$ cat src/verilog/core_timing_pkg.sv
// Shared constants for the sense latch and delay chain block
`default_nettype none
package core_timing_pkg;
   // Delay stage lengths in fast-clock cycles (clk_i at 40 MHz)
   localparam int unsigned CLK_PERIOD_NS  = 25;
   localparam int unsigned DLY1_NS        = 500;
   localparam int unsigned DLY2_NS        = 500;
   localparam int unsigned DLY3_NS        = 250;
   localparam int unsigned DLY1_CYC       = (DLY1_NS + CLK_PERIOD_NS - 1) / CLK_PERIOD_NS;
   localparam int unsigned DLY2_CYC       = (DLY2_NS + CLK_PERIOD_NS - 1) / CLK_PERIOD_NS;
   localparam int unsigned DLY3_CYC       = (DLY3_NS + CLK_PERIOD_NS - 1) / CLK_PERIOD_NS;
   localparam int unsigned CNT_W          = 8;
   // Geometry
   localparam int unsigned PLANES         = 8;
   localparam int unsigned DRV_LINES      = 8;
   // Reset values
   localparam logic        LATCH_RST      = 1'b0;
endpackage
`default_nettype wire

$ cat src/verilog/delay_stage.sv
// One retriggerable-free delay stage built as a synchronous down counter
`timescale 1ns/10ps
`default_nettype none
module delay_stage #(
   parameter logic [core_timing_pkg::CNT_W-1:0] LEN = 8'h01
) (
   // Clock and reset
   input  wire logic clk_i,
   input  wire logic rst_i,
   // Trigger and outputs
   input  wire logic start_i,
   output logic      active_o,
   output logic      done_o
);
   logic [core_timing_pkg::CNT_W-1:0] cnt_ff;
   logic                              active_ff;
   logic                              done_ff;
   wire                               last_w = active_ff && (cnt_ff == 8'h01);

   // Counter runs from LEN down to one; a trigger while busy is ignored
   // so each accepted trigger yields exactly one end pulse
   always_ff @(posedge clk_i) begin
      if (rst_i) begin
         cnt_ff    <= 8'h00;
         active_ff <= 1'b0;
         done_ff   <= 1'b0;
      end else begin
         done_ff <= last_w;
         if (start_i && !active_ff) begin
            cnt_ff    <= LEN;
            active_ff <= 1'b1;
         end else if (last_w) begin
            cnt_ff    <= 8'h00;
            active_ff <= 1'b0;
         end else if (active_ff) begin
            cnt_ff    <= cnt_ff - 8'h01;
         end
      end
   end

   assign active_o = active_ff;
   assign done_o   = done_ff;
endmodule
`default_nettype wire

$ cat src/verilog/core_sense_latch_and_delay_chain.sv
// Sense latches, drive-line gating and three-stage memory timing chain
`timescale 1ns/10ps
`default_nettype none
module core_sense_latch_and_delay_chain (
   // Clock and reset
   input  wire logic                                    clk_i,
   input  wire logic                                    rst_i,
   // System clock pulse and mode pins
   input  wire logic                                    sys_clk_pulse_i,
   input  wire logic                                    single_shot_i,
   input  wire logic                                    inhibit_enable_i,
   input  wire logic                                    write_i,
   input  wire logic                                    latch_clear_request_i,
   // Sense path
   input  wire logic [core_timing_pkg::PLANES-1:0]      sense_i,
   input  wire logic                                    strobe_i,
   // Drive-line selects
   input  wire logic [core_timing_pkg::DRV_LINES-1:0]   drv_sel_a_i,
   input  wire logic [core_timing_pkg::DRV_LINES-1:0]   drv_sel_b_i,
   // Latch state and indicators
   output logic      [core_timing_pkg::PLANES-1:0]      sense_latch_o,
   output logic      [core_timing_pkg::PLANES-1:0]      indicator_o,
   // Drive-line outputs
   output logic      [core_timing_pkg::DRV_LINES-1:0]   drv_on_o,
   // Timing outputs
   output logic                                         delay_one_o,
   output logic                                         delay_two_o,
   output logic                                         delay_three_o,
   output logic                                         gated_inhibit_o,
   output logic                                         latch_clear_o
);
   localparam int unsigned NP = core_timing_pkg::PLANES;
   localparam int unsigned ND = core_timing_pkg::DRV_LINES;

   // Synchroniser ranks for the wide pin groups; only the second rank
   // is read by logic, so a metastable first rank never spreads
   logic [NP-1:0] sense_s1_ff;
   logic [NP-1:0] sense_s2_ff;
   logic [ND-1:0] sela_s1_ff;
   logic [ND-1:0] sela_s2_ff;
   logic [ND-1:0] selb_s1_ff;
   logic [ND-1:0] selb_s2_ff;

   // Synchroniser ranks for the single-bit control pins
   logic          clkp_s1_ff;
   logic          clkp_s2_ff;
   logic          clkp_d_ff;
   logic          sshot_s1_ff;
   logic          sshot_s2_ff;
   logic          inh_en_s1_ff;
   logic          inh_en_s2_ff;
   logic          write_s1_ff;
   logic          write_s2_ff;
   logic          clr_req_s1_ff;
   logic          clr_req_s2_ff;
   logic          strobe_s1_ff;
   logic          strobe_s2_ff;

   // Sense pins; all planes share one pipeline so their timing matches
   always_ff @(posedge clk_i) begin
      if (rst_i) begin
         sense_s1_ff <= '0;
         sense_s2_ff <= '0;
      end else begin
         sense_s1_ff <= sense_i;
         sense_s2_ff <= sense_s1_ff;
      end
   end

   // Drive-line selects, ground side and supply side
   always_ff @(posedge clk_i) begin
      if (rst_i) begin
         sela_s1_ff <= '0;
         sela_s2_ff <= '0;
         selb_s1_ff <= '0;
         selb_s2_ff <= '0;
      end else begin
         sela_s1_ff <= drv_sel_a_i;
         sela_s2_ff <= sela_s1_ff;
         selb_s1_ff <= drv_sel_b_i;
         selb_s2_ff <= selb_s1_ff;
      end
   end

   // System clock pulse plus one delayed copy for the edge detector;
   // the copy resets low like the idle pin, so no false edge after reset
   always_ff @(posedge clk_i) begin
      if (rst_i) begin
         clkp_s1_ff <= 1'b0;
         clkp_s2_ff <= 1'b0;
         clkp_d_ff  <= 1'b0;
      end else begin
         clkp_s1_ff <= sys_clk_pulse_i;
         clkp_s2_ff <= clkp_s1_ff;
         clkp_d_ff  <= clkp_s2_ff;
      end
   end

   // Mode pins; plain levels, so skew between them is harmless
   always_ff @(posedge clk_i) begin
      if (rst_i) begin
         sshot_s1_ff  <= 1'b0;
         sshot_s2_ff  <= 1'b0;
         inh_en_s1_ff <= 1'b0;
         inh_en_s2_ff <= 1'b0;
      end else begin
         sshot_s1_ff  <= single_shot_i;
         sshot_s2_ff  <= sshot_s1_ff;
         inh_en_s1_ff <= inhibit_enable_i;
         inh_en_s2_ff <= inh_en_s1_ff;
      end
   end

   // Write indication and latch clear request; both must be settled
   // before delay one and delay two open their gates
   always_ff @(posedge clk_i) begin
      if (rst_i) begin
         write_s1_ff   <= 1'b0;
         write_s2_ff   <= 1'b0;
         clr_req_s1_ff <= 1'b0;
         clr_req_s2_ff <= 1'b0;
      end else begin
         write_s1_ff   <= write_i;
         write_s2_ff   <= write_s1_ff;
         clr_req_s1_ff <= latch_clear_request_i;
         clr_req_s2_ff <= clr_req_s1_ff;
      end
   end

   // Strobe; same depth as the sense pipeline so coincidence is kept,
   // a strobe shorter than one clock cycle may be missed
   always_ff @(posedge clk_i) begin
      if (rst_i) begin
         strobe_s1_ff <= 1'b0;
         strobe_s2_ff <= 1'b0;
      end else begin
         strobe_s1_ff <= strobe_i;
         strobe_s2_ff <= strobe_s1_ff;
      end
   end

   // Named views of the synchronised controls
   wire clkp_w     = clkp_s2_ff;
   wire sshot_w    = sshot_s2_ff;
   wire inh_en_w   = inh_en_s2_ff;
   wire write_w    = write_s2_ff;
   wire clr_req_w  = clr_req_s2_ff;
   wire strobe_w   = strobe_s2_ff;

   wire clk_rise_w = clkp_w && !clkp_d_ff;

   // Delay chain
   wire d1_act_w;
   wire d1_end_w;
   wire d2_act_w;
   wire d2_end_w;
   wire d3_act_w;

   delay_stage #(.LEN(8'(core_timing_pkg::DLY1_CYC))) u_first_delay_oneshot (
      .clk_i    (clk_i),
      .rst_i    (rst_i),
      .start_i  (clk_rise_w),
      .active_o (d1_act_w),
      .done_o   (d1_end_w)
   );

   delay_stage #(.LEN(8'(core_timing_pkg::DLY2_CYC))) u_timing_stage_one (
      .clk_i    (clk_i),
      .rst_i    (rst_i),
      .start_i  (d1_end_w),
      .active_o (d2_act_w),
      .done_o   (d2_end_w)
   );

   delay_stage #(.LEN(8'(core_timing_pkg::DLY3_CYC))) u_timing_stage_two (
      .clk_i    (clk_i),
      .rst_i    (rst_i),
      .start_i  (d2_end_w),
      .active_o (d3_act_w),
      .done_o   ()
   );

   // inhibit gating, enable bypassed unless single shot
   wire inh_gate_w = d1_act_w && write_w && (inh_en_w || !sshot_w);

   // clear during delay two with request
   wire clear_w = d2_act_w && clr_req_w;

   wire [NP-1:0] qual_w = sense_s2_ff & {NP{strobe_w}};

   // Per-plane latch; clear wins since it is gated to delay two, outside
   // the strobe window of a proper read cycle
   logic [NP-1:0] latch_ff;
   wire  [NP-1:0] nxt_latch;
   genvar g;
   generate
      for (g = 0; g < NP; g++) begin : g_plane
         // set term follows the qualified level
         wire set_w = qual_w[g];
         // clear term reaches every plane alike
         wire clr_w = clear_w;
         // hold unless set or cleared, clear first
         assign nxt_latch[g] = clr_w ? 1'b0 :
                               set_w ? 1'b1 :
                                       latch_ff[g];
      end
   endgenerate

   // Per-line pairing of ground and supply ends; a line conducts
   // only while both of its ends are picked
   // both selects needed
   wire [ND-1:0] drv_pair_w;
   genvar k;
   generate
      for (k = 0; k < ND; k++) begin : g_line
         assign drv_pair_w[k] = sela_s2_ff[k] && selb_s2_ff[k];
      end
   endgenerate

   // Registered outputs, one flop each so no pin shows
   // the glitches of the gating in front of it
   logic [NP-1:0] ind_ff;
   logic [ND-1:0] drv_ff;
   logic          d1_ff;
   logic          d2_ff;
   logic          d3_ff;
   logic          inh_ff;
   logic          clr_ff;

   // Latch and lamp load the same next value, so the lamp never lags
   always_ff @(posedge clk_i) begin
      if (rst_i) begin
         latch_ff <= {NP{core_timing_pkg::LATCH_RST}};
         ind_ff   <= {NP{core_timing_pkg::LATCH_RST}};
      end else begin
         latch_ff <= nxt_latch;
         ind_ff   <= nxt_latch;
      end
   end

   // Drive-line outputs; the added flop costs one cycle of latency
   // paired selects registered
   always_ff @(posedge clk_i) begin
      if (rst_i) begin
         drv_ff <= '0;
      end else begin
         drv_ff <= drv_pair_w;
      end
   end

   // Timing outputs stay aligned, all one cycle behind the stages
   // delay test outputs
   always_ff @(posedge clk_i) begin
      if (rst_i) begin
         d1_ff  <= 1'b0;
         d2_ff  <= 1'b0;
         d3_ff  <= 1'b0;
         inh_ff <= 1'b0;
         clr_ff <= 1'b0;
      end else begin
         d1_ff  <= d1_act_w;
         d2_ff  <= d2_act_w;
         d3_ff  <= d3_act_w;
         inh_ff <= inh_gate_w;
         clr_ff <= clear_w;
      end
   end

   assign sense_latch_o   = latch_ff;
   assign indicator_o     = ind_ff;
   assign drv_on_o        = drv_ff;
   assign delay_one_o     = d1_ff;
   assign delay_two_o     = d2_ff;
   assign delay_three_o   = d3_ff;
   assign gated_inhibit_o = inh_ff;
   assign latch_clear_o   = clr_ff;
endmodule
`default_nettype wire

$ cat config.mk
export PLATFORM = sky130hd
export DESIGN_NAME = core_sense_latch_and_delay_chain
export DESIGN_NICKNAME = d
export VERILOG_FILES = /design/src/verilog/core_timing_pkg.sv /design/src/verilog/delay_stage.sv /design/src/verilog/core_sense_latch_and_delay_chain.sv
export SDC_FILE = /design/constraint.sdc
export NUM_CORES = 1
export LEC_CHECK = 0
export ABC_CLOCK_PERIOD_IN_PS = 2020
export BUFFER_PORTS_ARGS = -buffer_cell sky130_fd_sc_hd__buf_2
export CORE_MARGIN = 10
export CORE_UTILIZATION = 40
export CTS_BUF_LIST = sky130_fd_sc_hd__clkbuf_8
export DETAILED_ROUTE_END_ITERATION = 16
export PLACE_DENSITY = 0.71
export SYNTH_ARGS = -nofsm -noshare
export SYNTH_HDL_FRONTEND = slang
export SYNTH_SLANG_ARGS = --single-unit
$ cat constraint.sdc
create_clock -name clk_i -period 2.02 [get_ports clk_i]
set_input_delay 0.505 -clock clk_i [delete_from_list [all_inputs] [get_ports clk_i]]
set_output_delay 0.505 -clock clk_i [all_outputs]
set_load 0.005 [all_outputs]
==> results.toml <==
[power]
leakage_uw = 0.00177
cellPowerDensity_nw_per_um2 = 864
peakVddDrop_mv = 0.468

[detailed_routing]
drt.antenna.violating_nets = 0
drt_wl_total_mm = 6.61
drt-pass1-iter-count = 4
detail_route.drc_violations = 0
routed-via-count = 2570
route.detailed.vias_per_inst = 4.61
post_drt_wl_per_cell_um = 11.9
first_iter_violations = 119

[grt]
grt.total_usage_pct = 9.44
number_of_global_route_vias_before_repair = 2470
grt_antenna_before_repair = 0
grt_first_pass_wirelength_mm = 11.2
grt_max_degree = 68
globalRouteOverflowTotal = 0

[floorplan]
fp.dieW_um = 118
initial_core_utilization_pct = 41.2
row_count = 35
die_y_extent_um = 118
io_pins = 61
fp.dieArea_sq_um = 13800
core_sq_um = 9240

[synth]
ys_types = 42
synth_simple_gate_area_share_pct = 25.2
synth_top_cells_by_area = "sky130_fd_sc_hd__dfxtp_1, sky130_fd_sc_hd__nor2b_1, sky130_fd_sc_hd__a21oi_1, sky130_fd_sc_hd__nor2_1, sky130_fd_sc_hd__ha_1"
synth-seq-cells = 111
synth_compound_gate_area_share_pct = 8.37
synth_top_family_by_area = "simple AND/OR/NAND/NOR gates"
netlist.top_cell.by_area = "sky130_fd_sc_hd__dfxtp_1"
post_synth_mux_area_share_pct = 0.525
synth-xor-area-share_pct = 0.919
synth_enable_flop_cells = 0
synth.yosys.seq_area_share_pct = 58.3
syn_area_per_cell_sq_um = 10.2
ys_async_sr_fraction_pct = 0
synth_cells = 373
yosys_most_used_dff = "sky130_fd_sc_hd__dfxtp_1"
synth_warnings = 0
synth-adder-area-share_pct = 1.97
syn_area_sq_um = 3810
synth_nets = 411
synth.top_cell.area_share_pct = 58.3

[clock_tree]
path_clk_slew_ns = 0.11
cts_max_level = 3
clock_latency_ns = 0.36
clock_tree.root_cell = "sky130_fd_sc_hd__clkbuf_8"
total_clock_sinks = 111
post_cts.resized_instances = 0
cts-root-to-sink-buffers = 2
clock_buffers_created_by_tritoncts = 9
tritoncts = "yes"
cts_setup_buffers = 0
postCtsHoldBufs = 0

[finish]
antennaDiodeCount = 0
final_cell_count_no_fill = 557
finalNetCount = 461
mostFrequentLayoutCells = "sky130_fd_sc_hd__dfxtp_1, sky130_fd_sc_hd__nor2b_1, sky130_fd_sc_hd__buf_2"
flow.area_growth_from_synthesis_pct = 15.2
drive_above_1_share_pct = 20.6
mostFrequentLayoutCell = "sky130_fd_sc_hd__dfxtp_1"
stdcell_area_sq_um = 4390

[worst_setup_path]
origin_of_the_critical_flop_to_flop_path = "u_timing_stage_one.active_o$_SDFFE_PP0P_"
startpoint = "u_timing_stage_one.active_o$_SDFFE_PP0P_"
critical_path.startpoint_type = "register"
worst-endpoint-required_ns = 2.31
crit_fanout = 13
crit_path_end_kind = "register"
wp_data_arrival_ns = 2.02
timing_worst_setup_path_type = "reg2reg"

[timing]
unrepaired_setup_endpoints_after_global_routing = "false"
top_achievable_clock_speed_ghz = 0.578
tns_ns = 0
layout_min_cycle_time_ns = 1.73
hold_slack_ns = 0.338
slew_worst_pin_ns = 0.715
slew_violations = 0
maxSlewHeadroom_pct = 51.6
timing.final.setup_violations = 0
hold_violations = 0
layout_worst_path_cycle_share_pct = 85.7
fin_worst_skew_ns = 0.0117

[placed_design]
dpl-instance-area_sq_um = 4180
port_buffers = 60
dpl.cell_count = 541
detailedPlacementHpwl_mm = 4.73
gp_congestion = 0.848

[hold_path]
timing.hold.worst.class = "in2reg"
min-delay-start = "drv_sel_a_i[1]"

[job]
max_cap_violations = 0

[run_status]
result_of_the_run = "complete, no violations"
==> critical path, cell delays in order (launching register included) <==
cell	delay (ns)
sky130_fd_sc_hd__dfxtp_1	0.55
sky130_fd_sc_hd__or4b_1	0.49
sky130_fd_sc_hd__or4_1	0.47
sky130_fd_sc_hd__a21oi_1	0.15
==> per-stage QoR <==
step                utilization, %  total power [uW]  worst slack [ns]
floorplan                        -              2480             0.415
global placement              45.3              2540             0.377
detailed placement            45.3              2540             0.316
CTS                           47.5              3830             0.300
global route                  47.5              3960             0.169
finish                        47.5              3790             0.289
==> registers in the layout (all words and copies together) (netlist names), 8 cells and up <==
name	cells
sense_s2_ff	8
indicator_o	8
sela_s1_ff	8
u_first_delay_oneshot.cnt_ff	8
u_timing_stage_one.cnt_ff	8
sela_s2_ff	8
sense_s1_ff	8
selb_s1_ff	8
drv_on_o	8
u_timing_stage_two.cnt_ff	8
selb_s2_ff	8
==> kinds of logic (layout without fill, tap and decap cells) <==
kind of cell,after synthesis,in the layout
simple gates,159,159
flops,111,111
compound gates,52,52
buf+inv,39,94
fa+ha+maj,6,6
xor+xnor,4,4
mux,2,2
==> synthesized netlist by cell type (all sizes together), types with 6 or more instances <==
cell and number:
nor2b 64, a21oi 23, clkbuf 11, or4 8, buf 13, nand2 12, inv 15, dfxtp 111
ha 6, o21ai 9, nor3 9, nor2 28
==> power breakdown <==
| group | total, uW | internal [uW] | switching [uW] |
|---|---|---|---|
| registers | 2290 | 2260 | 32.8 |
| clock network | 1300 | 500 | 802 |
| logic | 198 | 101 | 96.9 |
| total | 3790 | 2860 | 932 |
==> path summary, 6_finish.rpt <==
kind,endpoint,slack (ns),cells past startpoint
max reg2reg,u_timing_stage_one.cnt_ff[7]$_SDFFE_PP0P_,0.29,3
min reg2reg,gated_inhibit_o$_SDFF_PP0_,0.40,1
min,sela_s1_ff[1]$_SDFF_PP0_,0.34,2
max,u_timing_stage_one.cnt_ff[7]$_SDFFE_PP0P_,0.29,3
==> routing by layer <==
layer | track usage (%) | wire, um | vias to the layer above
li1 | - | - | 1343
met1 | 10.8 | 3020 | 1172
met2 | 15.9 | 3220 | 47
met3 | 2.83 | 250 | 8
met4 | 4.02 | 109 | 0
met5 | 0 | 0 | -
==> cell type report <==
type | count | area (sq um)
fill | 878 | 4850
inverter | 15 | 56.3
timing repair buffer | 63 | 335
multi-input combinational | 223 | 1410
clock inverter | 7 | 83.8
clock buffer | 9 | 124
tap | 129 | 161
sequential | 111 | 2220
No activity file was read; power rests on OpenSTA's default activity.
